[src/rtl/smpf_pkg.sv]
// Package for the sector map parameter and factory state block.
// Assumes byte addresses on an 8-bit Wishbone address and 32-bit data.
package smpf_pkg;

	// Sector map dwords, byte addresses on the bus
	localparam logic [7:0]  SMPF_OFF_MAP64_RGN   = 8'ha4;
	localparam logic [7:0]  SMPF_OFF_MAP256_HDR  = 8'ha8;
	localparam logic [7:0]  SMPF_OFF_MAP256_RGN  = 8'hac;
	localparam logic [7:0]  SMPF_MAP_LAST        = 8'haf;
	localparam logic [7:0]  SMPF_ALT_SHIFT       = 8'h02;

	// Control and state registers
	localparam logic [7:0]  SMPF_OFF_CTRL        = 8'h00;
	localparam logic [7:0]  SMPF_OFF_STATUS1     = 8'h04;
	localparam logic [7:0]  SMPF_OFF_CFG1        = 8'h08;
	localparam logic [7:0]  SMPF_OFF_CFG2        = 8'h0c;
	localparam logic [7:0]  SMPF_OFF_CFG3        = 8'h10;
	localparam logic [7:0]  SMPF_OFF_CFG4        = 8'h14;
	localparam logic [7:0]  SMPF_OFF_PWD_LO      = 8'h18;
	localparam logic [7:0]  SMPF_OFF_PWD_HI      = 8'h1c;
	localparam logic [7:0]  SMPF_OFF_LOCK_IDX    = 8'h20;
	localparam logic [7:0]  SMPF_OFF_LOCK_DATA   = 8'h24;
	localparam logic [7:0]  SMPF_OFF_SCHEME      = 8'h28;
	localparam logic [7:0]  SMPF_OFF_UID_LO      = 8'h2c;
	localparam logic [7:0]  SMPF_OFF_UID_HI      = 8'h30;
	localparam logic [7:0]  SMPF_OFF_PARAM_ADDR  = 8'h34;
	localparam logic [7:0]  SMPF_OFF_PARAM_DATA  = 8'h38;
	localparam logic [7:0]  SMPF_OFF_OTP_IDX     = 8'h3c;
	localparam logic [7:0]  SMPF_OFF_OTP_DATA    = 8'h40;
	localparam logic [7:0]  SMPF_OFF_ARRAY_ADDR  = 8'h44;
	localparam logic [7:0]  SMPF_OFF_ARRAY_DATA  = 8'h48;

	// Field positions
	localparam int          SMPF_CTRL_RESTORE    = 0;
	localparam int          SMPF_PARAM_ALT_BIT   = 8;

	// Descriptor fields
	localparam logic [3:0]  SMPF_RSV_NIB         = 4'hf;
	localparam logic [23:0] SMPF_RGN_SIZE        = 24'h007fff;
	localparam logic [3:0]  SMPF_ET_64K          = 4'h2;
	localparam logic [3:0]  SMPF_ET_256K         = 4'h4;
	localparam logic [7:0]  SMPF_HDR_RSV         = 8'hff;
	localparam logic [7:0]  SMPF_HDR_RCNT        = 8'h00;
	localparam logic [7:0]  SMPF_HDR_CFGID       = 8'h05;
	localparam logic [5:0]  SMPF_HDR_LO_RSV      = 6'h3f;
	localparam logic [1:0]  SMPF_HDR_MAP_END     = 2'h3;

	// Delivery state
	localparam logic [7:0]  SMPF_STATUS1_DEF     = 8'h00;
	localparam logic [7:0]  SMPF_CFG123_DEF      = 8'h00;
	localparam logic [7:0]  SMPF_CFG4_DEF        = 8'h10;
	localparam logic [47:0] SMPF_PWD_DEF         = 48'hffff_ffff_ffff;
	localparam logic        SMPF_LOCK_DEF        = 1'b1;
	localparam logic [15:0] SMPF_SCHEME_DEF      = 16'hffff;
	localparam logic [7:0]  SMPF_ERASED          = 8'hff;
	localparam logic [9:0]  SMPF_OTP_RAND_BYTES  = 10'h010;
	localparam int          SMPF_SECTORS         = 128;

	// Pointer values after reset
	localparam logic [6:0]  SMPF_LOCK_IDX_RST    = 7'h00;
	localparam logic [8:0]  SMPF_PARAM_ADDR_RST  = 9'h000;
	localparam logic [9:0]  SMPF_OTP_IDX_RST     = 10'h000;
	localparam logic [22:0] SMPF_ARRAY_ADDR_RST  = 23'h000000;

endpackage : smpf_pkg

[src/rtl/smpf_map_rom.sv]
// Byte lookup into the tail of the sector map parameter table.
// Assumes a registered offset from the caller; pure combinational.
`timescale 1ns/1ps
`default_nettype none
module smpf_map_rom (
	input  wire logic [7:0] i_offset,
	input  wire logic       i_alt,
	output logic      [7:0] o_byte
);
	logic [7:0]  sfdp_off;
	logic [7:0]  rel;
	logic [31:0] dw [3];

	// Descriptor dwords built from fields
	assign dw[0] = {smpf_pkg::SMPF_RGN_SIZE, smpf_pkg::SMPF_RSV_NIB, smpf_pkg::SMPF_ET_64K};
	assign dw[1] = {smpf_pkg::SMPF_HDR_RSV, smpf_pkg::SMPF_HDR_RCNT, smpf_pkg::SMPF_HDR_CFGID,
	                smpf_pkg::SMPF_HDR_LO_RSV, smpf_pkg::SMPF_HDR_MAP_END};
	assign dw[2] = {smpf_pkg::SMPF_RGN_SIZE, smpf_pkg::SMPF_RSV_NIB, smpf_pkg::SMPF_ET_256K};

	// Alternate space sits two bytes above
	assign sfdp_off = i_alt ? 8'(i_offset - smpf_pkg::SMPF_ALT_SHIFT) : i_offset;
	assign rel      = 8'(sfdp_off - smpf_pkg::SMPF_OFF_MAP64_RGN);

	// Low byte at lowest offset
	always_comb begin
		o_byte = smpf_pkg::SMPF_ERASED;
		if (sfdp_off >= smpf_pkg::SMPF_OFF_MAP64_RGN && sfdp_off <= smpf_pkg::SMPF_MAP_LAST) begin
			o_byte = dw[rel[3:2]][rel[1:0]*8 +: 8];
		end
	end
endmodule : smpf_map_rom
`default_nettype wire

[src/rtl/smpf_otp_src.sv]
// Delivery contents of the one-time-programmable space.
// Assumes the random seed is a fixed value from the top.
`timescale 1ns/1ps
`default_nettype none
module smpf_otp_src (
	input  wire logic [9:0]   i_idx,
	input  wire logic [127:0] i_rand,
	output logic      [7:0]   o_byte
);
	// Random head, erased elsewhere
	always_comb begin
		o_byte = smpf_pkg::SMPF_ERASED;
		if (i_idx < smpf_pkg::SMPF_OTP_RAND_BYTES) begin
			o_byte = i_rand[i_idx[3:0]*8 +: 8];
		end
	end
endmodule : smpf_otp_src
`default_nettype wire

[src/rtl/smpf_top.sv]
// Sector map parameter tail and factory state, Wishbone slave.
// Assumes a classic Wishbone master on i_core_clk, synchronous reset.
//
// Operation
// - 64KB region size field is 7FFFh, 256-byte units minus one.
// - 64KB region supports only erase type 2.
// - 256KB header has region count 00h and configuration id 05h.
// - 256KB header bits 31:24 read as ones.
// - 256KB header sets map descriptor and end descriptor bits.
// - 256KB region size field is 7FFFh, 256-byte units minus one.
// - 256KB region supports only erase type 3.
// - Main array reads FFh everywhere at delivery.
// - OTP holds random first 16 bytes, FFh elsewhere.
// - Unique id space holds a 64-bit device number.
// - Persistent status one reads 00h at delivery.
// - Persistent configuration one, two, three read 00h at delivery.
// - Persistent configuration four reads 10h at delivery.
// - Password holds all ones at delivery.
// - Every per-sector lock bit is one at delivery.
// - Protection scheme register reads FFFFh at delivery.
// - Erase type support bit: one supported, zero not.
`timescale 1ns/1ps
`default_nettype none
module smpf_top #(
	parameter logic [63:0]  UNIQUE_ID = 64'h0123_4567_89ab_cdef,  // Arbitrary value
	parameter logic [127:0] OTP_RAND  = 128'h5a3c_96e1_0f72_b4d8_1e6a_c395_27f0_8b4d
) (
	input  wire logic        i_core_clk,
	input  wire logic        i_srst,
	input  wire logic        i_wb_cyc,
	input  wire logic        i_wb_stb,
	input  wire logic        i_wb_we,
	input  wire logic [7:0]  i_wb_adr,
	input  wire logic [3:0]  i_wb_sel,
	input  wire logic [31:0] i_wb_dat,
	output logic      [31:0] o_wb_dat,
	output logic             o_wb_ack
);
	logic [7:0]   status_one_persistent_q;
	logic [7:0]   cfg1_q;
	logic [7:0]   cfg2_q;
	logic [7:0]   cfg3_q;
	logic [7:0]   cfg4_q;
	logic [47:0]  password_q;
	logic [6:0]   lock_idx_q;
	logic [127:0] per_sector_persistent_lock_q;
	logic [15:0]  sector_protection_scheme_q;
	logic [8:0]   param_addr_q;
	logic [9:0]   otp_idx_q;
	logic [22:0]  array_addr_q;
	logic [31:0]  rd_d;
	logic [31:0]  wmask;
	logic [7:0]   adr;
	logic         req;
	logic         wr;
	logic         restore;
	logic [7:0]   param_byte;
	logic [7:0]   otp_byte;
	logic [31:0]  map_dw [3];

	// Request decode; word aligned, low bits ignored
	assign adr     = {i_wb_adr[7:2], 2'b00};
	assign req     = i_wb_cyc && i_wb_stb && !o_wb_ack;
	assign wr      = req && i_wb_we;
	assign wmask   = {{8{i_wb_sel[3]}}, {8{i_wb_sel[2]}}, {8{i_wb_sel[1]}}, {8{i_wb_sel[0]}}};
	assign restore = wr && adr == smpf_pkg::SMPF_OFF_CTRL && i_wb_sel[0]
	                 && i_wb_dat[smpf_pkg::SMPF_CTRL_RESTORE];

	// Byte-lane merge for writes
	function automatic logic [31:0] merge(input logic [31:0] old, input logic [31:0] nw,
	                                      input logic [31:0] m);
		merge = (old & ~m) | (nw & m);
	endfunction : merge

	// Fixed map dwords for the word port; the byte port builds its own copy
	assign map_dw[0] = {smpf_pkg::SMPF_RGN_SIZE, smpf_pkg::SMPF_RSV_NIB, smpf_pkg::SMPF_ET_64K};
	assign map_dw[1] = {smpf_pkg::SMPF_HDR_RSV, smpf_pkg::SMPF_HDR_RCNT, smpf_pkg::SMPF_HDR_CFGID,
	                    smpf_pkg::SMPF_HDR_LO_RSV, smpf_pkg::SMPF_HDR_MAP_END};
	assign map_dw[2] = {smpf_pkg::SMPF_RGN_SIZE, smpf_pkg::SMPF_RSV_NIB, smpf_pkg::SMPF_ET_256K};

	// Byte-wise parameter reader
	smpf_map_rom u_map_rom (
		.i_offset (param_addr_q[7:0]),
		.i_alt    (param_addr_q[smpf_pkg::SMPF_PARAM_ALT_BIT]),
		.o_byte   (param_byte)
	);

	// Delivery contents of the OTP space
	smpf_otp_src u_otp_src (
		.i_idx  (otp_idx_q),
		.i_rand (OTP_RAND),
		.o_byte (otp_byte)
	);

	// Status one; restore and reset share the delivery value
	always_ff @(posedge i_core_clk) begin
		if (i_srst || restore) begin
			status_one_persistent_q <= smpf_pkg::SMPF_STATUS1_DEF;
		end else if (wr && adr == smpf_pkg::SMPF_OFF_STATUS1) begin
			status_one_persistent_q <= 8'(merge({24'h0, status_one_persistent_q}, i_wb_dat, wmask));
		end
	end

	// Configuration one to three
	always_ff @(posedge i_core_clk) begin
		if (i_srst || restore) begin
			cfg1_q <= smpf_pkg::SMPF_CFG123_DEF;
			cfg2_q <= smpf_pkg::SMPF_CFG123_DEF;
			cfg3_q <= smpf_pkg::SMPF_CFG123_DEF;
		end else if (wr) begin
			if (adr == smpf_pkg::SMPF_OFF_CFG1) begin
				cfg1_q <= 8'(merge({24'h0, cfg1_q}, i_wb_dat, wmask));
			end
			if (adr == smpf_pkg::SMPF_OFF_CFG2) begin
				cfg2_q <= 8'(merge({24'h0, cfg2_q}, i_wb_dat, wmask));
			end
			if (adr == smpf_pkg::SMPF_OFF_CFG3) begin
				cfg3_q <= 8'(merge({24'h0, cfg3_q}, i_wb_dat, wmask));
			end
		end
	end

	// Configuration four
	always_ff @(posedge i_core_clk) begin
		if (i_srst || restore) begin
			cfg4_q <= smpf_pkg::SMPF_CFG4_DEF;
		end else if (wr && adr == smpf_pkg::SMPF_OFF_CFG4) begin
			cfg4_q <= 8'(merge({24'h0, cfg4_q}, i_wb_dat, wmask));
		end
	end

	// Password, split over two words
	always_ff @(posedge i_core_clk) begin
		if (i_srst || restore) begin
			password_q <= smpf_pkg::SMPF_PWD_DEF;
		end else if (wr && adr == smpf_pkg::SMPF_OFF_PWD_LO) begin
			password_q[31:0] <= merge(password_q[31:0], i_wb_dat, wmask);
		end else if (wr && adr == smpf_pkg::SMPF_OFF_PWD_HI) begin
			password_q[47:32] <= 16'(merge({16'h0, password_q[47:32]}, i_wb_dat, wmask));
		end
	end

	// Protection scheme register
	always_ff @(posedge i_core_clk) begin
		if (i_srst || restore) begin
			sector_protection_scheme_q <= smpf_pkg::SMPF_SCHEME_DEF;
		end else if (wr && adr == smpf_pkg::SMPF_OFF_SCHEME) begin
			sector_protection_scheme_q <= 16'(merge({16'h0, sector_protection_scheme_q}, i_wb_dat, wmask));
		end
	end

	// Lock index selects one sector for the data port
	always_ff @(posedge i_core_clk) begin
		if (i_srst) begin
			lock_idx_q <= smpf_pkg::SMPF_LOCK_IDX_RST;
		end else if (wr && adr == smpf_pkg::SMPF_OFF_LOCK_IDX && i_wb_sel[0]) begin
			lock_idx_q <= i_wb_dat[6:0];
		end
	end

	// One lock bit per sector; only the indexed bit takes a write
	for (genvar g = 0; g < smpf_pkg::SMPF_SECTORS; g++) begin : g_lock
		always_ff @(posedge i_core_clk) begin
			if (i_srst || restore) begin
				per_sector_persistent_lock_q[g] <= smpf_pkg::SMPF_LOCK_DEF;
			end else if (wr && adr == smpf_pkg::SMPF_OFF_LOCK_DATA && i_wb_sel[0]
			             && lock_idx_q == 7'(g)) begin
				per_sector_persistent_lock_q[g] <= i_wb_dat[0];
			end
		end
	end

	// Pointers into the parameter, OTP and array spaces
	always_ff @(posedge i_core_clk) begin
		if (i_srst) begin
			param_addr_q <= smpf_pkg::SMPF_PARAM_ADDR_RST;
			otp_idx_q    <= smpf_pkg::SMPF_OTP_IDX_RST;
			array_addr_q <= smpf_pkg::SMPF_ARRAY_ADDR_RST;
		end else if (wr) begin
			if (adr == smpf_pkg::SMPF_OFF_PARAM_ADDR) begin
				param_addr_q <= 9'(merge({23'h0, param_addr_q}, i_wb_dat, wmask));
			end
			if (adr == smpf_pkg::SMPF_OFF_OTP_IDX) begin
				otp_idx_q <= 10'(merge({22'h0, otp_idx_q}, i_wb_dat, wmask));
			end
			if (adr == smpf_pkg::SMPF_OFF_ARRAY_ADDR) begin
				array_addr_q <= 23'(merge({9'h0, array_addr_q}, i_wb_dat, wmask));
			end
		end
	end

	// Read mux; unmapped reads return zero
	always_comb begin
		rd_d = 32'h00000000;
		case (adr)
			smpf_pkg::SMPF_OFF_MAP64_RGN:  rd_d = map_dw[0];
			smpf_pkg::SMPF_OFF_MAP256_HDR: rd_d = map_dw[1];
			smpf_pkg::SMPF_OFF_MAP256_RGN: rd_d = map_dw[2];
			smpf_pkg::SMPF_OFF_STATUS1:    rd_d = {24'h0, status_one_persistent_q};
			smpf_pkg::SMPF_OFF_CFG1:       rd_d = {24'h0, cfg1_q};
			smpf_pkg::SMPF_OFF_CFG2:       rd_d = {24'h0, cfg2_q};
			smpf_pkg::SMPF_OFF_CFG3:       rd_d = {24'h0, cfg3_q};
			smpf_pkg::SMPF_OFF_CFG4:       rd_d = {24'h0, cfg4_q};
			smpf_pkg::SMPF_OFF_PWD_LO:     rd_d = password_q[31:0];
			smpf_pkg::SMPF_OFF_PWD_HI:     rd_d = {16'h0, password_q[47:32]};
			smpf_pkg::SMPF_OFF_LOCK_IDX:   rd_d = {25'h0, lock_idx_q};
			smpf_pkg::SMPF_OFF_LOCK_DATA:  rd_d = {31'h0, per_sector_persistent_lock_q[lock_idx_q]};
			smpf_pkg::SMPF_OFF_SCHEME:     rd_d = {16'h0, sector_protection_scheme_q};
			smpf_pkg::SMPF_OFF_UID_LO:     rd_d = UNIQUE_ID[31:0];
			smpf_pkg::SMPF_OFF_UID_HI:     rd_d = UNIQUE_ID[63:32];
			smpf_pkg::SMPF_OFF_PARAM_ADDR: rd_d = {23'h0, param_addr_q};
			smpf_pkg::SMPF_OFF_PARAM_DATA: rd_d = {24'h0, param_byte};
			smpf_pkg::SMPF_OFF_OTP_IDX:    rd_d = {22'h0, otp_idx_q};
			smpf_pkg::SMPF_OFF_OTP_DATA:   rd_d = {24'h0, otp_byte};
			smpf_pkg::SMPF_OFF_ARRAY_ADDR: rd_d = {9'h0, array_addr_q};
			smpf_pkg::SMPF_OFF_ARRAY_DATA: rd_d = {24'h0, smpf_pkg::SMPF_ERASED};
			default:                       rd_d = 32'h00000000;
		endcase
	end

	// Ack one cycle after the request, then drop for a cycle
	always_ff @(posedge i_core_clk) begin
		if (i_srst) begin
			o_wb_ack <= 1'b0;
		end else begin
			o_wb_ack <= req;
		end
	end

	// Read data captured with the ack; zero for writes
	always_ff @(posedge i_core_clk) begin
		if (i_srst) begin
			o_wb_dat <= 32'h00000000;
		end else if (req && !i_wb_we) begin
			o_wb_dat <= rd_d;
		end else if (req) begin
			o_wb_dat <= 32'h00000000;
		end
	end
endmodule : smpf_top
`default_nettype wire

[config.mk]
export PLATFORM = sky130hd
export DESIGN_NAME = smpf_top
export DESIGN_NICKNAME = d
export VERILOG_FILES = /design/src/rtl/smpf_pkg.sv /design/src/rtl/smpf_map_rom.sv /design/src/rtl/smpf_otp_src.sv /design/src/rtl/smpf_top.sv
export SDC_FILE = /design/constraint.sdc
export NUM_CORES = 1
export LEC_CHECK = 0
export ABC_AREA = 1
export BUFFER_PORTS_ARGS = -buffer_cell sky130_fd_sc_hd__buf_2
export CAP_MARGIN = 20
export CELL_PAD_IN_SITES_DETAIL_PLACEMENT = 1
export CELL_PAD_IN_SITES_GLOBAL_PLACEMENT = 2
export CORE_AREA = 2 2 201 203
export DETAILED_ROUTE_END_ITERATION = 10
export DIE_AREA = 0 0 203 205
export PLACE_DENSITY_LB_ADDON = 0.1
export SLEW_MARGIN = 5
export SYNTH_ARGS = -nofsm -noshare
export SYNTH_HDL_FRONTEND = slang
export SYNTH_SLANG_ARGS = --single-unit
[constraint.sdc]
create_clock -name i_core_clk -period 5.3 [get_ports i_core_clk]
set_clock_uncertainty 0.05 [all_clocks]
set_input_delay 0.53 -clock i_core_clk [delete_from_list [all_inputs] [get_ports i_core_clk]]
set_output_delay 0.53 -clock i_core_clk [all_outputs]
set_load 0.05 [all_outputs]
Word-level counts from Yosys, hierarchy flattened
Index checks and enable logic that the tools add are counted. W data, S select, Z words.

Register bits after elaboration: 314. Input port bits: 49. Output and inout port bits: 33. Word-level logic and storage cells: 494.

$add $sub $neg: 2. $lt $le $gt $ge: 5. Equality and inequality tests: 148. Shifts and indexed selects: 2. Mux-type cells: 11. Bitwise operators: 26. Reductions and logical operators: 158.

Operators with widths (count): $pmux W32 S21 (1); $eq A7 B7 Y1 const B (64); $eq A7 B6 Y1 const B (32); $logic_and A1 B1 Y1 (145); $mux W32 (4); $shiftx A128 B8 Y8 const A (1); $eq A7 B5 Y1 const B (16); $and A32 B32 Y32 (2); $bmux W32 S2 (1); $eq A7 B4 Y1 const B (8); $eq A6 B4 Y1 const B (8); $and A8 B8 Y8 (5); $or A8 B8 Y8 (5); $and A16 B16 Y16 (2); $not A32 Y32 (1); $or A16 B16 Y16 (2); $or A32 B32 Y32 (1); $shiftx A32 B6 Y8 (1); $eq A7 B3 Y1 const B (4); $eq A6 B3 Y1 const B (4); $mux W8 (3); $and A23 B23 Y23 (1); $or A23 B23 Y23 (1); $eq A6 B5 Y1 const B (3); other kinds (26) (37).

Longest topological paths before layout
Gate-level depths: netlist of run 1.

Word-level depth: 11. Gate-level depth with buffers: 17. Depth with buffers taken out: 17.

Cells and area by module
From an unflattened synthesis of run 1, not the netlist that was laid out.

Cell total of the unflattened synthesis: 2365. Area total of the unflattened synthesis: 16133.0 µm².

By module, submodules not included: smpf_top (instances 1, cells each 1896, area each 14062.2 µm², seq. area each 6286.0 µm²); smpf_otp_src (instances 1, cells each 376, area each 1604.0 µm², seq. area each 0.0 µm²); smpf_map_rom (instances 1, cells each 93, area each 466.7 µm², seq. area each 0.0 µm²).

Worst setup path before layout of run 1
No wires, ideal clock.

Path type: register to register. From: register (tool-made name). To: register o_wb_dat[4]. Setup time: 0.132 ns. Arrival time: 1.897 ns. Data required time: 5.118 ns. Path slack: 3.221 ns. Stages on the path, launching flop included: 14. Path buffers: 0. Clock period less this slack: 2.079 ns. Path through: dfxtp_1 -> inv_1 -> ha_1 -> nand2_1 -> o21ai_2 -> ha_1 -> nand2_1 -> o21ai_0 -> nand2_1 -> nand2_1 -> o21ai_0 -> nand3_1 -> o21ai_1 -> a21oi_1.

RTL lines: end signal: assignment (RTL line smpf_top.sv:235) `o_wb_dat <= rd_d;`; end: declaration (RTL line smpf_top.sv:36) `output logic [31:0] o_wb_dat,`.

Worst setup path after layout of run 1
From: register lock_idx_q[1]. To: register o_wb_dat[0].

Word-level cells in the longest chain between the ends: 4.

Ends and longest elaborated chain: start: declaration (RTL line smpf_top.sv:45) `logic [6:0] lock_idx_q;`; start signal: assignment (RTL line smpf_top.sv:155) `lock_idx_q <= smpf_pkg::SMPF_LOCK_IDX_RST;`; start signal: assignment (RTL line smpf_top.sv:157) `lock_idx_q <= i_wb_dat[6:0];`; $bmux W1 S7 (RTL line smpf_top.sv:207) `smpf_pkg::SMPF_OFF_LOCK_DATA: rd_d = {31'h0, per_sector_persistent_lock_q[lock_idx_q]};`; $mux W1 (implied by the code) (RTL line smpf_top.sv:207); $pmux W32 S21 (RTL line smpf_top.sv:195) `case (adr)`; $mux W32 (RTL line smpf_top.sv:234) `end else if (req && !i_wb_we) begin`.

No other way between the ends. The select of a mux whose other input is x is not followed. A chain may end at the register's enable or synchronous reset.

==> results.txt, run 1 <==
The tree is rooted in a sky130_fd_sc_hd__clkbuf_16. The number of nets produced by synthesis came out at 2119. Timing would allow up to 309 MHz.

The post-CTS setup buffer count came out at 0. The proportion of layout cells with a drive suffix above 1 came out at 9.46%. The die area came out at 41600 um2. The region available for standard cell placement spans 39400 um2. The largest single stage delay on the critical path is 810 ps. The count of cell types in the netlist came out at 47.

The count of flip-flops with a built-in enable after synthesis came out at 0. The synthesized area divided by synthesized cell count is 7.21 um2. The total routing resource utilization after global routing is 25.6%. The number of nets in the layout is 2119. The post-synthesis share of cell area spent on xor and xnor gates came out at 0.110%. The initial utilization of the core area, before any placement, comes to 37.7%. The synthesized netlist devotes 24.6% of its cell area to compound gates.

In this run the static leakage power is 6.79 nW. The maximum root-to-sink buffer count came out at 3. After layout, the minimum clock period comes to 3240 ps. The worst register-to-register path begins at lock_idx_q[1]$_SDFFE_PP0P_. Clock-pin slew was measured on the worst setup and hold paths at 60 ps. The number of diodes is 0.

The detail-routed net length per standard cell came out at 20.3 um. The number of antenna violations at the first check in global routing is 1. After the first detailed-routing iteration, the DRC count stood at 886.

The later-pin clock latency in the skew report came out at 560 ps. The number of pins exceeding their max-slew limit in the final report is 0. The placer's final routability congestion estimate came out at 0.838. The detailed-route vias per instance came out at 5.52.

The length of the first detailed-routing pass in iterations came out at 5. After clock tree synthesis, the flow added hold-fix buffers numbering 0. The area after detailed placement came out at 15300 um2. The number of nets with antenna violations after routing came out at 0. Setup repair after global routing left no endpoint under its margin. The total of warnings raised by yosys came out at 0. The proportion of synthesized area in mux cells came out at 0%. The worst setup path is of the reg -> reg kind. The fraction of the mapped netlist area in simple logic gates is 23.4%. The number of clock buffers inserted by TritonCTS is 38. The number of hold-slack violations in the final timing report was 0. The sum of net half-perimeters after detailed placement is 35100 um. The completed layout was analyzed and its total power is 5.13 mW. The wire length of the first global-routing pass is 83200 um. The vertical die dimension is 205 um. Wires add up to 53000 um.

The slew at the pin with the worst max-slew slack came out at 1040 ps. The critical path goes through inv_2 -> nor2_4 -> nand2_1 -> nand3_1 -> nand2_1 -> nand2_1 -> nor2_1 -> nor2_1 -> nor2_1 -> nand3_1 -> nand3_1 -> nand2_1 -> nand2_1 -> a21oi_1. The run finished with clean final reports. The worst path required time came out at 5730 ps. In this run the cell area of the synthesized design comes to 14800 um2. For this design the ratio of total power to cell area is 310 nW/um2. The depth of the CTS H-tree is 2. The count of maximum capacitance violations came out at 0. The gate count of the mapped netlist came out at 2059.

Counting both buffers and inverters, the worst setup path holds a total of 1. The adder and majority gate portion of the synthesized area is 0.928%. The cell family contributing the most delay on the critical path is simple AND/OR/NAND/NOR gates. Counting flops and latches in the post-synthesis netlist gives 314.

With fillers left out, the area of the finished cells amounts to 16600 um2. The number of top-level pins came out at 82. The normalized max-slew margin came out at 30.7%.

The worst endpoint data arrival time is 3660 ps. STA classifies the critical path endpoint as a register. The number of global-route vias before repair is 14300.

STA classifies the critical path startpoint as a register. In this run the worst path has a maximum fanout of 26. For this run, the register share of the synthesized area comes to 42.4%. Port buffering added 79 buffers. The slowest stage of the critical path belongs to the cell sky130_fd_sc_hd__dfxtp_1.

In this run the most critical hold path is launched from i_wb_dat[28]. The post-route fraction of the period consumed by the critical path came out at 61.1%. The async set-or-reset flop fraction in the synthesized netlist is 0%. The final route contains 14400 vias.

The tightest min-delay check is of the in -> reg type. Counting every sink on the clock net gives 314. Among the stages of the critical path, the cell type that occurs most often is sky130_fd_sc_hd__nand2_1. The number of resized instances in the post-cts repair step came out at 0. In the synthesized netlist the dominant register cell turns out to be sky130_fd_sc_hd__dfxtp_1.

The maximum vdd ir drop came out at 0.255 mV. The global route total overflow came out at 0. The aggregate negative setup slack came out at 0 ps. The count of standard-cell rows came out at 73. Entering global routing, the biggest net connects 98 pins. The TritonCTS clock tree is done. Setup violations remaining at the end of the flow were counted as 0.

The die width came out at 203 um. By area, the combinational part of the netlist is dominated by compound AO/OA/AOI/OAI gates. The post-synthesis to final-layout area growth came out at 11.7%. The launching instance or port of the critical path is lock_idx_q[1]$_SDFFE_PP0P_.

After detailed routing, the number of remaining DRC violations is 0.
==> where the power goes <==
part	internal [mW]	total [mW]	leakage, nW	switching, mW
sequential	2.36	2.37	2.54	0.00210
combinational	0.0443	0.204	3.66	0.160
clock	1.53	2.56	0.591	1.03
total	3.94	5.13	6.79	1.19
==> layer usage <==
layer	share of wire (%)	global-route usage (%)	vias up	routed length, um
met1	49	36.2	7064	25900
met3	4.6	4.42	64	2440
met5	0.025	0	-	13
li1	-	-	7013	-
met4	1.7	5.81	2	925
met2	45	40.7	249	23800
==> through the flow <==
stage	setup slack [ps]	cells	utilization, %	hold WS, ps
CTS	2020	2606	42.0	133
floorplan	3220	2059	-	373
global placement	1790	2543	39.0	386
detailed placement	1760	2543	39.0	399
finish	2060	2607	42.1	156
global route	1790	2607	42.1	158
==> kinds of logic (layout without fill, tap and decap cells) <==
family | count (synthesis) | after routing
flip-flops | 314 | 314
adder cells (fa/ha/maj) | 11 | 11
AND/OR/NAND/NOR | 848 | 848
buffers and inverters | 298 | 321
AO/OA/AOI/OAI | 587 | 587
XOR/XNOR | 1 | 1
==> Yosys cell counts (5+ instances only) <==
| cell type | instances | area, um2 |
|---|---|---|
| sky130_fd_sc_hd__o311ai_1 | 65 | 569 |
| sky130_fd_sc_hd__buf_2 | 44 | 220 |
| sky130_fd_sc_hd__a21oi_1 | 152 | 761 |
| sky130_fd_sc_hd__a211oi_1 | 12 | 90.1 |
| sky130_fd_sc_hd__o211ai_1 | 29 | 218 |
| sky130_fd_sc_hd__nand4_1 | 17 | 106 |
| sky130_fd_sc_hd__nand2_1 | 575 | 2160 |
| sky130_fd_sc_hd__o311ai_0 | 50 | 438 |
| sky130_fd_sc_hd__o22ai_1 | 16 | 100 |
| sky130_fd_sc_hd__nand3_1 | 80 | 400 |
| sky130_fd_sc_hd__nor3_1 | 10 | 50.1 |
| sky130_fd_sc_hd__a22oi_1 | 6 | 45.0 |
| sky130_fd_sc_hd__a221oi_1 | 5 | 43.8 |
| sky130_fd_sc_hd__clkbuf_1 | 58 | 218 |
| sky130_fd_sc_hd__inv_2 | 19 | 71.3 |
| sky130_fd_sc_hd__nor2_1 | 134 | 503 |
| sky130_fd_sc_hd__buf_1 | 8 | 30.0 |
| sky130_fd_sc_hd__nand2_2 | 8 | 50.1 |
| sky130_fd_sc_hd__ha_1 | 11 | 138 |
| sky130_fd_sc_hd__o21ai_0 | 218 | 1090 |
| sky130_fd_sc_hd__buf_6 | 9 | 101 |
| sky130_fd_sc_hd__inv_1 | 145 | 544 |
| sky130_fd_sc_hd__nor2_4 | 9 | 101 |
| sky130_fd_sc_hd__nor2_2 | 10 | 62.6 |
| sky130_fd_sc_hd__dfxtp_1 | 314 | 6290 |
| sky130_fd_sc_hd__a211o_1 | 11 | 96.3 |
| sky130_fd_sc_hd__buf_4 | 9 | 67.6 |
==> final cells by class <==
class,instances,area [um2]
multi-input combinational,1447,7270
fill,4920,22800
clock buffer,59,1150
timing repair buffer,90,510
inverter,168,636
sequential,314,6290
clock inverter,4,48.8
tap,525,657
==> worst register-to-register path: cells and delay by family, from the launching register on <==
kind | cells | cell delay, ps
buffers and inverters | 1 | 500
DFF | 1 | 810
AOI/OAI and AO/OA | 1 | 120
and+or+nand+nor | 12 | 1670
==> placed cells by master, fill, tap and decap left out, drive strengths merged, types with 3 or more instances in the layout <==
cell / count
a221oi: 5
buf: 90
a211o: 11
nand3: 80
a22oi: 6
o21ai: 223
clkbuf: 59
nor3: 11
o22ai: 16
nor2: 153
o31ai: 3
a211oi: 12
inv: 165
a21oi: 152
a22o: 4
nand2: 583
dfxtp: 314
nand4: 17
ha: 11
o211ai: 29
clkinv: 6
o311ai: 115
==> worst paths after layout <==
kind,to,slack [ps],depth (start not counted)
worst min-delay path,register,160,3
worst min register to register,register,400,2
worst max-delay path,o_wb_dat[0]$_SDFFE_PP0P_,2060,14
worst max register to register,o_wb_dat[0]$_SDFFE_PP0P_,2060,14
Power figures use the tool's default switching activity.
==> run 2: changes to the inputs <==
ABC_AREA = 0   (was 1)
CORE_AREA = 2 2 217 219   (was 2 2 201 203)
DIE_AREA = 0 0 219 221   (was 0 0 203 205)
clock period = 2.8 ns   (was 5.3 ns; I/O delays follow)
==> run 2 against run 1 <==
Combinational power up 120%. Routed wire length rose by 6.1%. Power up 96%. Non-clock buffer count increased by 130. Largest cell class unchanged. Clock-buffer cell count shrank 3. Synthesized area increased by 1.1%. Critical endpoint unchanged. Sequential power up 89%. Largest power group unchanged. Critical path type unchanged. Synthesized cell count decreased by 5.3%. Sequential share of layout area is 3.3 points lower.
==> results.txt, run 2 <==
The post-route fraction of the period consumed by the critical path came out at 96.2%. The maximum vdd ir drop came out at 0.439 mV. The normalized max-slew margin came out at 40.5%.

The worst endpoint data arrival time came out at 3090 ps. The delay of the slowest cell on the worst path came out at 430 ps. The flow ran to the end, and the final reports show no timing, DRC or antenna violations. The library cell used most frequently in the layout, excluding fill and tap cells, is sky130_fd_sc_hd__nand2_1.

The number of port buffers is 79. The clock group share of total power is 50.9%. The final layout contains routed wiring with a total length of 56200 um.

The die is 221 um tall. At the worst endpoint, the required time is 3200 ps. Ranked by instance count, the synthesized netlist is headed by sky130_fd_sc_hd__nand2_1 (382), sky130_fd_sc_hd__dfxtp_1 (314), sky130_fd_sc_hd__nand3_1 (245). Detailed routing inserted a total of 14500 vias.

The async set-or-reset flop fraction in the synthesized netlist is 0%. The combinational cell fraction of total power came out at 4.5%. The die area came out at 48400 um2. The cell at the root of the clock tree is sky130_fd_sc_hd__clkbuf_16.

The maximum root-to-sink buffer count is 3. The gate count of the mapped netlist came out at 1950. The number of nets with antenna violations after routing is 0. The proportion of layout cells with a drive suffix above 1 came out at 15.8%.

Once layout is done, the placed cells without fillers occupy 18100 um2. The placeable core region came out at 46100 um2. The number of buffers and inverters on the critical path is 3. The areal power density over the cells is 553 nW/um2. The top cell types in the final layout, fill and taps aside, are sky130_fd_sc_hd__nand2_1 (380), sky130_fd_sc_hd__dfxtp_1 (310), sky130_fd_sc_hd__nand3_1 (245).

Yosys instantiated no cell more often than sky130_fd_sc_hd__nand2_1. The first global-routing pass estimated 88000 um of wire. The number of sinks driven by the clock tree is 314. The number of nets in the synthesized netlist is 2010. For this run, design rule violations remaining after detail routing come to 0. The post-synthesis to final-layout area growth came out at 21.0%. The placement-stage worst setup slack came out at -14.9 ps. The maximum number of pins on one net before global-route repair is 85.

The count of final setup violators came out at 0. The cell total after placement came out at 2576. The completed layout was analyzed and its total power is 10.0 mW. TritonCTS created 40 clock buffers. The highest clock rate is 371 MHz. The number of global-route vias before repair came out at 14700. During synthesis, Yosys emitted a total of 0 warnings. TritonCTS built the clock tree. The die width came out at 219 um.

The first routing iteration left 978 violations. The worst-path maximum fanout came out at 3. sky130_fd_sc_hd__dfxtp_1 takes more of the synthesized area than any other cell.

The placer's final routability congestion estimate came out at 0.838. In this run the worst hold path is classified as in -> reg. The leakage power summed over all cells came out at 6.52 nW.

Clock latency on the worst-skew pair, taken at its later pin, is 570 ps. The number of hold-slack violations in the final timing report came out at 0. The depth of the CTS H-tree is 2. After clock tree synthesis, the clock-pin slew on the worst setup and hold paths is 60 ps.

The sum of net half-perimeters after detailed placement came out at 37600 um. The critical path goes through inv_1 -> ha_1 -> nand2_2 -> nand2_2 -> inv_2 -> ha_4 -> inv_1 -> o31a_1 -> a2111o_1 -> a21o_2 -> a211o_1 -> a21oi_1 -> o21ai_0. The initial utilization of the core area, before any placement, comes to 32.6%.

The number of nets in the layout came out at 2099. The kind of cell adding the most delay to the critical path is compound AO/OA/AOI/OAI gates. The number of antenna violations at the first check in global routing is 0.

The count of maximum capacitance violations came out at 0. In the global route stage, overall resource usage came out at 23.2%. The area after detailed placement came out at 16500 um2. STA classifies the critical path endpoint as a register. The post-synthesis instance area is 15000 um2. In the post-synthesis netlist, the biggest area contributors are sky130_fd_sc_hd__dfxtp_1 (42%), sky130_fd_sc_hd__nand2_1 (9.6%), sky130_fd_sc_hd__nand3_1 (8.2%). The synthesized area divided by synthesized cell count is 7.69 um2.

The synthesis-stage register bit count is 314. The count of cell types in the netlist is 75. The largest individual stage delay along the critical path comes from the cell sky130_fd_sc_hd__a2111o_1. The clock period could shrink to 2690 ps.

The number of pins exceeding their max-slew limit in the final report came out at 0. Setup slack closes at 106 ps. The final cell count without fillers came out at 2673. The sequential share of power is 44.6%. The type of the worst setup path is reg -> reg. The slew at the pin with the worst max-slew slack came out at 886 ps.

The internal power of the cells totals 7.63 mW. The initialized floorplan defines 79 standard-cell rows. The synthesized design contains 0 enable-type register cells.

In the final routed layout, each cell accounts on average for 21.0 um. The number of top-level pins is 82. Net switching is 24.0% of the power. Cells fill 39.4% of the core in the end.

The worst setup path is launched from a register. The first detailed-routing pass ran for 5 iterations. The number of diodes came out at 0. After global routing the overflow that remains totals 0. The proportion of synthesized chip area in sequential cells is 41.9%. The portion of synthesized cell area occupied by the leading cell type is 41.9%. The total net switching power is 2.41 mW. In the routed layout, each cell is associated on average with a via count of 5.43. Among all flip-flop cells after synthesis, the most frequent one is sky130_fd_sc_hd__dfxtp_1.
==> run 2: cell types whose count changed after synthesis, moves of 65 or more <==
cell                       previous run  this run
sky130_fd_sc_hd__o21ai_0            218       141
sky130_fd_sc_hd__nand3_1             80       245
sky130_fd_sc_hd__clkbuf_1            58       141
sky130_fd_sc_hd__nand2_1            575       382
sky130_fd_sc_hd__o311ai_1            65         0
sky130_fd_sc_hd__inv_1              145        19
==> run 2: final timing paths <==
| kind | start | end | slack, ps | depth (start not counted) |
|---|---|---|---|---|
| worst max-delay path | register | o_wb_dat[0]$_SDFFE_PP0P_ | 110 | 13 |
| worst min-delay path | i_wb_dat[7] | register | 80 | 3 |
| worst max register to register | register | o_wb_dat[0]$_SDFFE_PP0P_ | 110 | 13 |
| worst min register to register | o_wb_dat[4]$_SDFFE_PP0P_ | o_wb_dat[4]$_SDFFE_PP0P_ | 400 | 2 |
==> run 2: routing by layer <==
| metal | part of all wire, % | up-vias | wire [um] | GRT usage [%] |
|---|---|---|---|---|
| met5 | 0 | - | 0 | 0 |
| li1 | - | 7023 | - | - |
| met1 | 45 | 7155 | 25400 | 30.3 |
| met4 | 2.5 | 0 | 1430 | 7.32 |
| met2 | 49 | 267 | 27300 | 39.4 |
| met3 | 3.8 | 76 | 2130 | 3.20 |
==> run 2: logic make-up after synthesis <==
| kind of cell | share of synthesized area [%] |
|---|---|
| simple gates | 27.1 |
| compound gates | 17.5 |
| mux | 7.06 |
| buf+inv | 5.10 |
| xor+xnor | 0.409 |
| flops | 41.9 |
| fa+ha+maj | 0.918 |
==> run 2: layout make-up <==
cell class / count / area [um2]
Clock buffer: 56 / 1140
Inverter: 19 / 71.3
Multi-Input combinational cell: 1444 / 8060
Clock inverter: 13 / 135
Fill cell: 5572 / 27900
Sequential cell: 314 / 6290
Tap cell: 607 / 759
Timing Repair Buffer: 220 / 1690
==> run 2: per-stage QoR <==
stage          setup TNS (ps)  hold slack, ps
2_1_floorplan               0             354
3_3_place_gp                0             392
3_5_place_dp            -21.9             397
4_1_cts                     0            45.0
5_1_grt                 -28.4            90.7
6_report                    0            76.9
==> run 2: repair_timing <==
action | CTS | global route
setup endpoints to repair | 2 | 7
hold buffers | 24 | 0
setup buffers | 0 | 4
gates resized for setup | 2 | 17
pin swaps | 0 | 13
endpoints found under the hold margin | 55 | 0
==> run 2: worst min-delay path: stages <==
cell	delay, ps
sky130_fd_sc_hd__buf_2	200
sky130_fd_sc_hd__nand3_1	100
sky130_fd_sc_hd__a21oi_1	50
==> run 2: power by group through the flow <==
stage	combinational [mW]	sequential [mW]	clock [mW]
2_1_floorplan	0.217	4.58	0
4_1_cts	0.450	4.47	5.24
3_5_place_dp	0.423	4.57	0
5_1_grt	0.490	4.47	5.42
6_report	0.453	4.47	5.11
3_3_place_gp	0.424	4.57	0
